$ cat config.mk
export PLATFORM = sky130hd
export DESIGN_NAME = rsq_rtc_events
export DESIGN_NICKNAME = d
export VERILOG_FILES = /design/src/design/rsq_pkg.sv /design/src/design/rsq_event_flag.sv /design/src/design/rsq_rtc_events.sv
export SDC_FILE = /design/constraint.sdc
export NUM_CORES = 1
export LEC_CHECK = 0
export ABC_CLOCK_PERIOD_IN_PS = 4700
export BUFFER_PORTS_ARGS = -buffer_cell sky130_fd_sc_hd__buf_2
export CORE_ASPECT_RATIO = 0.5
export CORE_MARGIN = 5
export CORE_UTILIZATION = 55
export DETAILED_ROUTE_END_ITERATION = 6
export HOLD_SLACK_MARGIN = 0.15
export PLACE_DENSITY = 0.77
export SYNTH_ARGS = -nofsm -noshare
export SYNTH_HDL_FRONTEND = slang
export SYNTH_SLANG_ARGS = --single-unit
$ cat constraint.sdc
create_clock -name mclk -period 4.7 [get_ports mclk]
set_clock_uncertainty 0.1 [all_clocks]
set_input_delay 0.705 -clock mclk [delete_from_list [all_inputs] [get_ports mclk]]
set_output_delay 0.705 -clock mclk [all_outputs]
set_load 0.005 [all_outputs]
$ cat src/design/rsq_pkg.sv
package rsq_pkg;

    // register port widths
    localparam int ADDR_W = 8;
    localparam int DATA_W = 16;

    // register offsets
    localparam logic [7:0] CTRL_ADDR = 8'h17;   // clock_output_and_interval_control
    localparam logic [7:0] STAT_ADDR = 8'h19;   // event_status_one
    localparam logic [7:0] MASK_ADDR = 8'h21;   // event_status_one_mask
    localparam logic [7:0] TRIM_ADDR = 8'hDA;   // frequency_trim

    // reset values
    localparam logic [15:0] CTRL_RESET = 16'h0020;
    localparam logic [15:0] MASK_RESET = 16'h0000;
    localparam logic [15:0] TRIM_RESET = 16'h0000;

    // writable bits of each register
    localparam logic [15:0] CTRL_BITS = 16'h007F;
    localparam logic [15:0] MASK_BITS = 16'h00E0;
    localparam logic [15:0] TRIM_BITS = 16'h03FF;

    // field positions
    localparam int SQW_LSB    = 0;
    localparam int SQW_W      = 4;
    localparam int PINT_LSB   = 4;
    localparam int PINT_W     = 3;
    localparam int FLAG_LSB   = 5;
    localparam int FLAG_W     = 3;
    localparam int TRIM_W     = 10;
    localparam int TRIM_FRAC_W = 6;
    localparam int TRIM_INT_W = 4;

    // timing: one second of the 32 kHz oscillator
    localparam int          OSC_HZ        = 32768;
    localparam logic [14:0] SEC_CNT_LAST  = 15'h7FFF;
    localparam logic [3:0]  SQW_IDX_TOP   = 4'hF;

    // periodic interval select codes
    typedef enum logic [2:0] {
        PINT_OFF   = 3'h0,
        PINT_SEC   = 3'h1,
        PINT_MIN   = 3'h2,
        PINT_HOUR  = 3'h3,
        PINT_DAY   = 3'h4,
        PINT_MONTH = 3'h5
    } rsq_pint_type;

    // one register port request
    typedef struct packed {
        logic [7:0]  addr;
        logic [15:0] wdata;
        logic        wr;
        logic        rd;
    } rsq_bus_req_type;

    // event flags in status bit order 7:5
    typedef struct packed {
        logic periodic;
        logic seconds;
        logic alarm;
    } rsq_events_type;

endpackage : rsq_pkg

$ cat src/design/rsq_event_flag.sv
`timescale 1ns/1ps

// sticky flag set on a rising source edge, cleared by a read
module rsq_event_flag
    import rsq_pkg::*;
(
    input  wire logic mclk,
    input  wire logic resetn,
    input  wire logic source,
    input  wire logic clear,
    output logic      flag
);

    logic prev;
    logic next_prev;
    logic next_flag;
    logic rise;

    // edge detect and sticky bit
    always_comb begin
        rise      = source && !prev;
        next_prev = source;
        next_flag = flag;
        if (clear) begin
            next_flag = 1'b0;
        end
        if (rise) begin
            next_flag = 1'b1;
        end
    end

    always_ff @(posedge mclk or negedge resetn) begin
        if (!resetn) begin
            prev <= 1'b0;
            flag <= 1'b0;
        end else begin
            prev <= next_prev;
            flag <= next_flag;
        end
    end
endmodule : rsq_event_flag

$ cat src/design/rsq_rtc_events.sv
`timescale 1ns/1ps

module rsq_rtc_events
    import rsq_pkg::*;
(
    input  wire logic            mclk,
    input  wire logic            resetn,
    input  wire rsq_bus_req_type bus,
    output logic [15:0]          rd_data,
    input  wire logic            osc_tick,
    input  wire logic            minute_roll,
    input  wire logic            hour_roll,
    input  wire logic            day_roll,
    input  wire logic            month_roll,
    input  wire logic            alarm_match,
    input  wire logic            time_set_status,
    input  wire logic            pin_six_clock_out,
    output logic                 square_wave,
    output logic                 periodic_pulse,
    output logic                 clock_interrupt
);

    // register state
    logic [15:0]    ctrl;
    logic [15:0]    mask;
    logic [15:0]    trim;
    logic [15:0]    next_ctrl;
    logic [15:0]    next_mask;
    logic [15:0]    next_trim;
    logic [15:0]    next_rd_data;
    logic           stat_read;

    // tick generator state
    logic [14:0]       sec_cnt;
    logic [3:0]        hold_cnt;
    logic [5:0]        frac_acc;
    logic signed [4:0] adj;
    logic [14:0]       next_sec_cnt;
    logic [3:0]        next_hold_cnt;
    logic [5:0]        next_frac_acc;
    logic signed [4:0] next_adj;
    logic [3:0]        hold_limit;
    logic [6:0]        frac_sum;
    logic              sec_roll;

    // event and output state
    logic           sec_level;
    logic           next_sec_level;
    logic           next_periodic_pulse;
    logic           next_square_wave;
    logic           per_event;
    logic [3:0]     sqw_sel;
    logic [3:0]     sqw_idx;
    logic [15:0]    cnt_ext;
    rsq_pint_type   pint_sel;
    rsq_events_type flags;
    rsq_events_type sources;

    assign sqw_sel  = ctrl[SQW_LSB +: SQW_W];
    assign pint_sel = rsq_pint_type'(ctrl[PINT_LSB +: PINT_W]);

    // register port: writes and delayed read data
    always_comb begin
        next_ctrl    = ctrl;
        next_mask    = mask;
        next_trim    = trim;
        next_rd_data = 16'h0000;
        stat_read    = 1'b0;
        if (bus.wr) begin
            if (bus.addr == CTRL_ADDR) begin
                next_ctrl = bus.wdata & CTRL_BITS;
            end else if (bus.addr == MASK_ADDR) begin
                next_mask = bus.wdata & MASK_BITS;
            end else if (bus.addr == TRIM_ADDR) begin
                next_trim = bus.wdata & TRIM_BITS;
            end
        end
        if (bus.rd) begin
            if (bus.addr == CTRL_ADDR) begin
                next_rd_data = ctrl;
            end else if (bus.addr == STAT_ADDR) begin
                next_rd_data = {8'h00, flags, 5'h00};
                stat_read    = 1'b1;
            end else if (bus.addr == MASK_ADDR) begin
                next_rd_data = mask;
            end else if (bus.addr == TRIM_ADDR) begin
                next_rd_data = trim;
            end
        end
    end

    // select resets off, interval resets to minute, unmasked
    always_ff @(posedge mclk or negedge resetn) begin
        if (!resetn) begin
            ctrl    <= CTRL_RESET;
            mask    <= MASK_RESET;
            trim    <= TRIM_RESET;
            rd_data <= 16'h0000;
        end else begin
            ctrl    <= next_ctrl;
            mask    <= next_mask;
            trim    <= next_trim;
            rd_data <= next_rd_data;
        end
    end

    // tick generator: a second spans 32768 + adj oscillator ticks
    always_comb begin
        hold_limit    = adj[4] ? 4'h0 : adj[3:0];
        sec_roll      = osc_tick && (sec_cnt == SEC_CNT_LAST) && (hold_cnt == hold_limit);
        // fraction accumulates, carry adds one tick
        frac_sum      = {1'b0, frac_acc} + {1'b0, trim[TRIM_FRAC_W-1:0]};
        next_frac_acc = frac_acc;
        next_adj      = adj;
        next_sec_cnt  = sec_cnt;
        next_hold_cnt = hold_cnt;
        if (sec_roll) begin
            next_frac_acc = frac_sum[5:0];
            next_adj      = {trim[TRIM_W-1], trim[TRIM_W-1 -: TRIM_INT_W]} + {4'h0, frac_sum[6]};
            next_hold_cnt = 4'h0;
            // slow crystal skips ticks at the start of the high phase
            next_sec_cnt  = next_adj[4] ? {11'h000, 4'(-next_adj)} : 15'h0000;
        end else if (osc_tick) begin
            if (sec_cnt != SEC_CNT_LAST) begin
                next_sec_cnt = sec_cnt + 15'h0001;
            end else begin
                // fast crystal stretches the final low phase
                next_hold_cnt = hold_cnt + 4'h1;
            end
        end
    end

    always_ff @(posedge mclk or negedge resetn) begin
        if (!resetn) begin
            sec_cnt  <= 15'h0000;
            hold_cnt <= 4'h0;
            frac_acc <= 6'h00;
            adj      <= 5'h00;
        end else begin
            sec_cnt  <= next_sec_cnt;
            hold_cnt <= next_hold_cnt;
            frac_acc <= next_frac_acc;
            adj      <= next_adj;
        end
    end

    // square wave from one bit of the second counter
    always_comb begin
        cnt_ext = {1'b0, sec_cnt};
        sqw_idx = SQW_IDX_TOP - sqw_sel;
        // bit 14 gives 1 Hz, bit 0 gives 16384 Hz
        // duty skew comes only from the trimmed counter
        next_square_wave = !cnt_ext[sqw_idx];
        if (sqw_sel == 4'h0) begin
            next_square_wave = 1'b0;
        end
        // only when pin six carries the clock
        if (!pin_six_clock_out) begin
            next_square_wave = 1'b0;
        end
    end

    // periodic source select and pulse stretching
    always_comb begin
        case (pint_sel)
            PINT_SEC:   per_event = sec_roll;
            PINT_MIN:   per_event = minute_roll;
            PINT_HOUR:  per_event = hour_roll;
            PINT_DAY:   per_event = day_roll;
            PINT_MONTH: per_event = month_roll;
            default:    per_event = 1'b0;
        endcase
        // pulse held until the next oscillator tick
        next_periodic_pulse = periodic_pulse;
        if (osc_tick) begin
            next_periodic_pulse = 1'b0;
        end
        if (per_event) begin
            next_periodic_pulse = 1'b1;
        end
        // nothing while time is being set
        if (time_set_status) begin
            next_periodic_pulse = 1'b0;
        end
        // seconds level also lasts one oscillator period
        next_sec_level = sec_roll || (sec_level && !osc_tick);
    end

    always_ff @(posedge mclk or negedge resetn) begin
        if (!resetn) begin
            square_wave    <= 1'b0;
            periodic_pulse <= 1'b0;
            sec_level      <= 1'b0;
        end else begin
            square_wave    <= next_square_wave;
            periodic_pulse <= next_periodic_pulse;
            sec_level      <= next_sec_level;
        end
    end

    // event sources for the three flags
    assign sources.periodic = periodic_pulse;
    assign sources.seconds  = sec_level;
    assign sources.alarm    = alarm_match;

    genvar gi;
    generate
        for (gi = 0; gi < FLAG_W; gi++) begin : g_flag
            rsq_event_flag u_flag (
                .mclk   (mclk),
                .resetn (resetn),
                .source (sources[gi]),
                .clear  (stat_read),
                .flag   (flags[gi])
            );
        end
    endgenerate

    // one level interrupt from unmasked flags
    assign clock_interrupt = |(flags & ~mask[FLAG_LSB +: FLAG_W]);

    // helper: oscillator ticks since the last rollover
    logic [16:0] tick_count;
    always_ff @(posedge mclk or negedge resetn) begin
        if (!resetn) begin
            tick_count <= 17'h00000;
        end else if (sec_roll) begin
            tick_count <= 17'h00000;
        end else if (osc_tick) begin
            tick_count <= tick_count + 17'h00001;
        end
    end
endmodule : rsq_rtc_events

==> results.json, run 1 <==
{
  "path_cells": "ha_1, inv_1, fa_1, nor2b_1, o21ai_0, nand2b_1, a21o_1, a21o_1, ha_1, ha_1, inv_1, ha_1, inv_1, nor4_1, o32a_1",
  "ys_ff_latch": 69,
  "ios": 55,
  "drt-pass1-iter-count": 4,
  "maxCapViolCount": 0,
  "vdd_drop_max_v": 0.0001900,
  "worstPathRequired_ns": 4.87,
  "grt_use_total": 0.2000,
  "worstSetupStartpoint": "trim[0]$_DFFE_PN0P_",
  "power_density_nw_per_um2": 368.9,
  "cts_resized": 0,
  "arrival_ns": 3.42,
  "coreArea_um2": 6700,
  "initial_utilization": 0.5688,
  "crit_type": "reg -> reg",
  "grt_max_degree": 37,
  "root_buffer": "clkbuf_16",
  "whs_path_depth": 0,
  "worstReg2RegEnd": "sec_cnt[1]$_DFFE_PN0P_",
  "post-route-period-util": 0.6931,
  "synth_cell_types": 61,
  "rr_worst_depth": 15,
  "drt_iter0_drc": 305,
  "total_power_w": 0.001608,
  "crit_top_cell": "ha_1",
  "synth_edf_count": 0,
  "fmaxAchievable_ghz": 0.3070,
  "outcome": "completed",
  "clock_latency_ns": 0.33,
  "dp_hpwl_mm": 5.975,
  "grt_pass1_wl_mm": 13.53,
  "grt_pass1_vias": 2726,
  "setup_viol": 0,
  "hold_start": "sec_level$_DFF_PN0_",
  "rows": 21,
  "place.gp.congestion": 0.8949,
  "die_area_um2": 8795,
  "post-cts-setup-buffer-count": 0,
  "die_x_um": 127.7,
  "async_flop_share": 1.000,
  "finalHoldViolations": 0,
  "leakagePower_nw": 2.021,
  "grt_setup_unrepaired": "false",
  "r2r_start": "trim[0]$_DFFE_PN0P_",
  "ff2ff_setup_slack_ns": 1.44,
  "cts_buffers": 9,
  "post_synth_instance_area_um2": 3811,
  "ant_nets": 0,
  "cts_hold_buf": 0,
  "fin_crit_ns": 3.258,
  "hold_path.class": "reg -> reg",
  "num_vias": 2878,
  "syn_to_final_growth_pct": 14.38,
  "yosysSeqAreaShare": 0.4534,
  "cp_max_fo": 3,
  "min_to": "g_flag[1].u_flag.prev$_DFF_PN0_",
  "diodes": 0,
  "clockBufferDepth": 2,
  "worstMarginPinSlew_ns": 1.108,
  "wirelength_mm": 8.305,
  "grt-ovfl-total": 0,
  "syn_area_per_cell_um2": 10.80,
  "port_buffers": 42,
  "path_clk_slew_ns": 0.05,
  "post-route-drc-count": 0,
  "avgRoutedWirePerCell_um": 16.95,
  "cts_sinks": 69,
  "cts_tree": "built",
  "slew_violations": 0,
  "yosys_warnings": 0,
  "critPathSlowestCell": "dfrtp_1",
  "final.setup.tns_ns": 0,
  "nets": 441,
  "ys.flop_type": "dfrtp_1",
  "antenna_found_initial": 0,
  "htreeDepth": 3,
  "die_h_um": 68.86,
  "drive_above_1_share": 0.2487,
  "viasPerCell": 5.873,
  "slew_headroom": 0.2589,
  "startpoint_type": "flip-flop",
  "slowest_delay_ns": 0.41,
  "crit_path_end_kind": "flip-flop",
  "synth_cells": 353
}
==> where the power goes <==
part	total, W	internal, W	switching (W)
registers	0.000716	0.000643	0.0000735
clock network	0.000694	0.000439	0.000255
logic	0.000198	0.0000933	0.000105
total	0.00161	0.00118	0.000433
==> worst max-delay path by stage <==
stage,end,depth (start not counted)
floorplan,sec_cnt[2]$_DFFE_PN0P_,15
global placement,sec_cnt[1]$_DFFE_PN0P_,15
detailed placement,sec_cnt[1]$_DFFE_PN0P_,15
CTS,sec_cnt[1]$_DFFE_PN0P_,15
global route,sec_cnt[1]$_DFFE_PN0P_,15
finish,sec_cnt[1]$_DFFE_PN0P_,15
==> cell families after synthesis <==
family | Yosys count | synth area share
buffers and inverters | 39 | 0.05088
and+or+nand+nor | 106 | 0.1553
DFF | 69 | 0.4534
muxes | 41 | 0.1303
AOI/OAI and AO/OA | 72 | 0.1379
adders and majority gates | 12 | 0.04137
xor gates and xnor gates | 13 | 0.02988
other | 1 | 0.0009840
==> Yosys cell counts, types with 10 or more instances <==
cell type	number	area share
nand2_1	22	0.022
mux2_2	28	0.083
ha_1	11	0.036
nor2b_1	10	0.016
nor2_1	15	0.015
o21ai_0	19	0.025
a21oi_1	13	0.017
inv_1	18	0.018
dfrtp_1	68	0.45
nand3_1	18	0.024
==> metrics by stage <==
step	std cells	setup slack, ns	hold slack (ns)	util	instance area (um^2)
3_3_place_gp	474	1.600	0.2551	0.6041	4048
2_1_floorplan	358	1.831	0.2537	-	3830
6_report	490	1.442	0.2707	0.6506	4359
5_1_grt	490	1.224	0.2898	0.6506	4359
4_1_cts	490	1.432	0.2706	0.6506	4359
3_5_place_dp	474	1.451	0.2588	0.6041	4048
==> layout by cell type (no fill, tap or decap), drive strengths merged, types with 3 or more instances in the layout <==
master,netlist,final
nand3,18,18
nor2,16,16
nand4,5,5
mux2,29,29
mux2i,8,8
o22ai,3,3
conb,1,6
nor3,6,6
xor2,5,5
nand2b,3,3
or4,3,3
a21oi,13,13
nor4,3,3
clkbuf,7,11
a22o,4,4
and2,3,3
mux4,4,4
nand2,22,22
o21ai,19,19
a21o,4,4
dfrtp,68,68
inv,18,18
clkinv,1,3
nor2b,10,10
xnor2,8,8
a22oi,7,7
and3,5,5
nor3b,5,5
ha,11,11
buf,13,44
==> critical path, delay by kind of cell (launching register included) <==
family | cells | cell delay, ns
flip-flops | 1 | 0.41
adder cells (fa/ha/maj) | 5 | 1.25
AO/OA/AOI/OAI | 4 | 0.77
AND/OR/NAND/NOR | 3 | 0.48
buffers and inverters | 3 | 0.16
==> layout make-up <==
type	count	area, um^2
repair buffers	44	225.2
fillers	508	2341
well taps	92	115.1
multi-input cells	250	1908
inverters	19	71.32
flip-flops and latches	69	1728
clock inverters	5	58.81
clock buffers	11	252.7
==> routing by layer <==
metal	track usage	up-vias	wire length, um
met1	0.2505	1413	3673
met4	0.05952	0	98
met3	0.05077	12	460
met5	0	-	0
met2	0.3503	83	4073
li1	-	1370	-
==> sequential cells by signal, indices dropped and copies added, names as in the netlist <==
| name | cells |
|---|---|
| hold_cnt | 4 |
| square_wave | 1 |
| adj | 5 |
| sec_level | 1 |
| rd_data | 10 |
| g_flag.u_flag.prev | 3 |
| mask | 3 |
| periodic_pulse | 1 |
| ctrl | 7 |
| trim | 10 |
| sec_cnt | 15 |
| g_flag.u_flag.flag | 3 |
| frac_acc | 6 |
Power figures use the tool's default switching activity.
==> run 2: changes to the inputs <==
- ABC_CLOCK_PERIOD_IN_PS: 4700 -> 2800
- CORE_UTILIZATION: 55 -> 52
- PLACE_DENSITY: 0.77 -> 0.76
- clock period: 4.7 -> 2.8 ns (I/O delays scaled with it)
==> run 2 against run 1 <==
The run now ends with negative setup slack left. Critical endpoint is now sec_cnt[2]$_DFFE_PN0P_. Combinational power rose by 91%. Cell count grew 5.7%. Die area is 5.1% higher.
==> results.json, run 2 (synthesized netlist as in run 1, its figures left out) <==
{
  "outcome": "finished with violations",
  "violations": "negative setup slack",
  "coreArea_um2": 7239,
  "die_x_um": 131.1,
  "num_vias": 3030,
  "crit_top_cell": "ha_4",
  "internal_power_w": 0.002094,
  "place.gp.congestion": 0.8338,
  "clockPowerShare": 0.440,
  "grt_pass1_wl_mm": 15.04,
  "arrival_ns": 3.04,
  "min_to": "periodic_pulse$_DFFE_PN0P_",
  "crit_type": "reg -> reg",
  "maxCapViolCount": 0,
  "ff2ff_setup_slack_ns": -0.07,
  "seqCellArea_um2": 1728,
  "switching_power_w": 0.0007291,
  "cts_tree": "built",
  "die_area_um2": 9245,
  "post-route-drc-count": 0,
  "slew_headroom": 0.6332,
  "fin_crit_ns": 2.873,
  "slew_violations": 0,
  "slowest_delay_ns": 0.41,
  "grt_use_total": 0.2063,
  "post-route-period-util": 1.026,
  "grt_pass1_vias": 3079,
  "drt_iter0_drc": 270,
  "nets": 465,
  "whs_path_depth": 2,
  "path_cells": "ha_4, inv_2, fa_2, nor2b_1, o21ai_1, nand2b_1, a21o_1, a21o_1, ha_4, ha_4, inv_2, ha_4, xnor2_2, o41ai_2, mux2_4",
  "vdd_drop_max_v": 0.0002825,
  "viasPerCell": 5.849,
  "place_area_um2": 4230,
  "dp_hpwl_mm": 6.267,
  "drive_above_1_share": 0.3152,
  "most-common-layout-cells": "dfrtp_1, buf_2, mux2_2",
  "initial_utilization": 0.5264,
  "avgRoutedWirePerCell_um": 17.23,
  "top_regs": "sec_cnt x15, rd_data x10, trim x10",
  "syn_to_final_growth_pct": 22.49,
  "crit_path_end_kind": "flip-flop",
  "clockBufferDepth": 2,
  "power_density_nw_per_um2": 604.8,
  "leakagePower_nw": 2.162,
  "finalWorstSetupSlack_ns": -0.07254,
  "cp_max_fo": 3,
  "hold-worst-slack_ns": 0.1675,
  "largest_register_ffs": 15,
  "worstPathRequired_ns": 2.97,
  "cp_num_buf_inv": 2,
  "final_common_cell": "dfrtp_1",
  "hold_path.class": "in -> reg",
  "worstMarginPinSlew_ns": 0.5503,
  "switching_share": 0.2582,
  "wirelength_mm": 8.927,
  "clock_latency_ns": 0.34,
  "diodes": 0,
  "multiInputGateArea_um2": 1998,
  "ant_nets": 0,
  "path_clk_slew_ns": 0.06,
  "hold_start": "time_set_status",
  "r2r_start": "frac_acc[0]$_DFFE_PN0N_",
  "worstReg2RegEnd": "sec_cnt[2]$_DFFE_PN0P_",
  "htreeDepth": 3,
  "final_area_um2": 4668,
  "die_h_um": 70.54,
  "ios": 55,
  "drt-pass1-iter-count": 5,
  "startpoint_type": "flip-flop",
  "cts_sinks": 69,
  "setup_viol": 1,
  "antenna_found_initial": 0,
  "port_buffers": 42,
  "grt-ovfl-total": 0,
  "final.setup.tns_ns": -0.07254,
  "combPwrFrac": 0.134,
  "dp_slack_ns": -0.1342,
  "grt_max_degree": 70,
  "final_core_util": 0.6448,
  "cp_top_family": "adder cells",
  "rows": 22,
  "cts_buffers": 9,
  "finalHoldViolations": 0,
  "top_register": "sec_cnt",
  "critPathSlowestCell": "dfrtp_1",
  "root_buffer": "clkbuf_16",
  "rr_worst_depth": 15,
  "fmaxAchievable_ghz": 0.3481,
  "grt_setup_unrepaired": "true",
  "fillers": 538,
  "pwr-share-seq": 0.426
}
-- run 2: cell types whose count changed in the layout (fill, tap and decap cells not counted), sizes merged --
cell         delta
dlygate4sd3     +2
clkinvlp        -1
clkinv          -2
clkbuf          +2
buf            +22
bufinv          +1
-- run 2: per-layer routing --
layer | track usage | up-vias | wire length, um
met5 | 0 | - | 0
met4 | 0.07184 | 0 | 158
met3 | 0.05354 | 22 | 487
met2 | 0.3287 | 78 | 4439
met1 | 0.2749 | 1520 | 3842
li1 | - | 1410 | -
-- run 2: how the worst max path moves through the flow --
stage,slack (ns),depth (start not counted),to,from
4_1_cts,-0.02,15,sec_cnt[2]$_DFFE_PN0P_,frac_acc[0]$_DFFE_PN0N_
6_report,-0.07,15,sec_cnt[2]$_DFFE_PN0P_,frac_acc[0]$_DFFE_PN0N_
5_1_grt,-0.15,15,sec_cnt[2]$_DFFE_PN0P_,frac_acc[0]$_DFFE_PN0N_
3_3_place_gp,-0.07,15,sec_cnt[2]$_DFFE_PN0P_,trim[0]$_DFFE_PN0P_
3_5_place_dp,-0.13,15,sec_cnt[2]$_DFFE_PN0P_,trim[0]$_DFFE_PN0P_
2_1_floorplan,0.02,15,sec_cnt[2]$_DFFE_PN0P_,trim[0]$_DFFE_PN0P_
-- run 2: power groups by stage --
| stage | Clock [W] | Sequential [W] | Combinational, W |
|---|---|---|---|
| floorplan | 0 | 0.00118 | 0.000255 |
| global placement | 0 | 0.00121 | 0.000332 |
| detailed placement | 0 | 0.00121 | 0.000349 |
| CTS | 0.00126 | 0.00120 | 0.000368 |
| global route | 0.00131 | 0.00122 | 0.000422 |
| finish | 0.00124 | 0.00120 | 0.000378 |
-- run 2: cell type report --
class / instances / share of cell area
multi-input combinational: 250 / 0.4280
sequential: 69 / 0.3701
timing repair buffer: 68 / 0.09059
clock buffer: 13 / 0.05575
tap: 96 / 0.02573
inverter: 19 / 0.01528
clock inverter: 3 / 0.01447
-- run 2: timing repair --
item,CTS,global route
resized for setup,5,6
hold endpoints to repair,69,0
hold buffers,2,0
setup endpoints to repair,3,5
pin swaps,7,0
setup buffers,4,0
-- run 2: per-stage QoR --
step	total power, W	std cells
4_1_cts	0.002826	518
2_1_floorplan	0.001436	358
3_3_place_gp	0.001542	496
3_5_place_dp	0.001561	496
6_report	0.002823	518
5_1_grt	0.002944	518
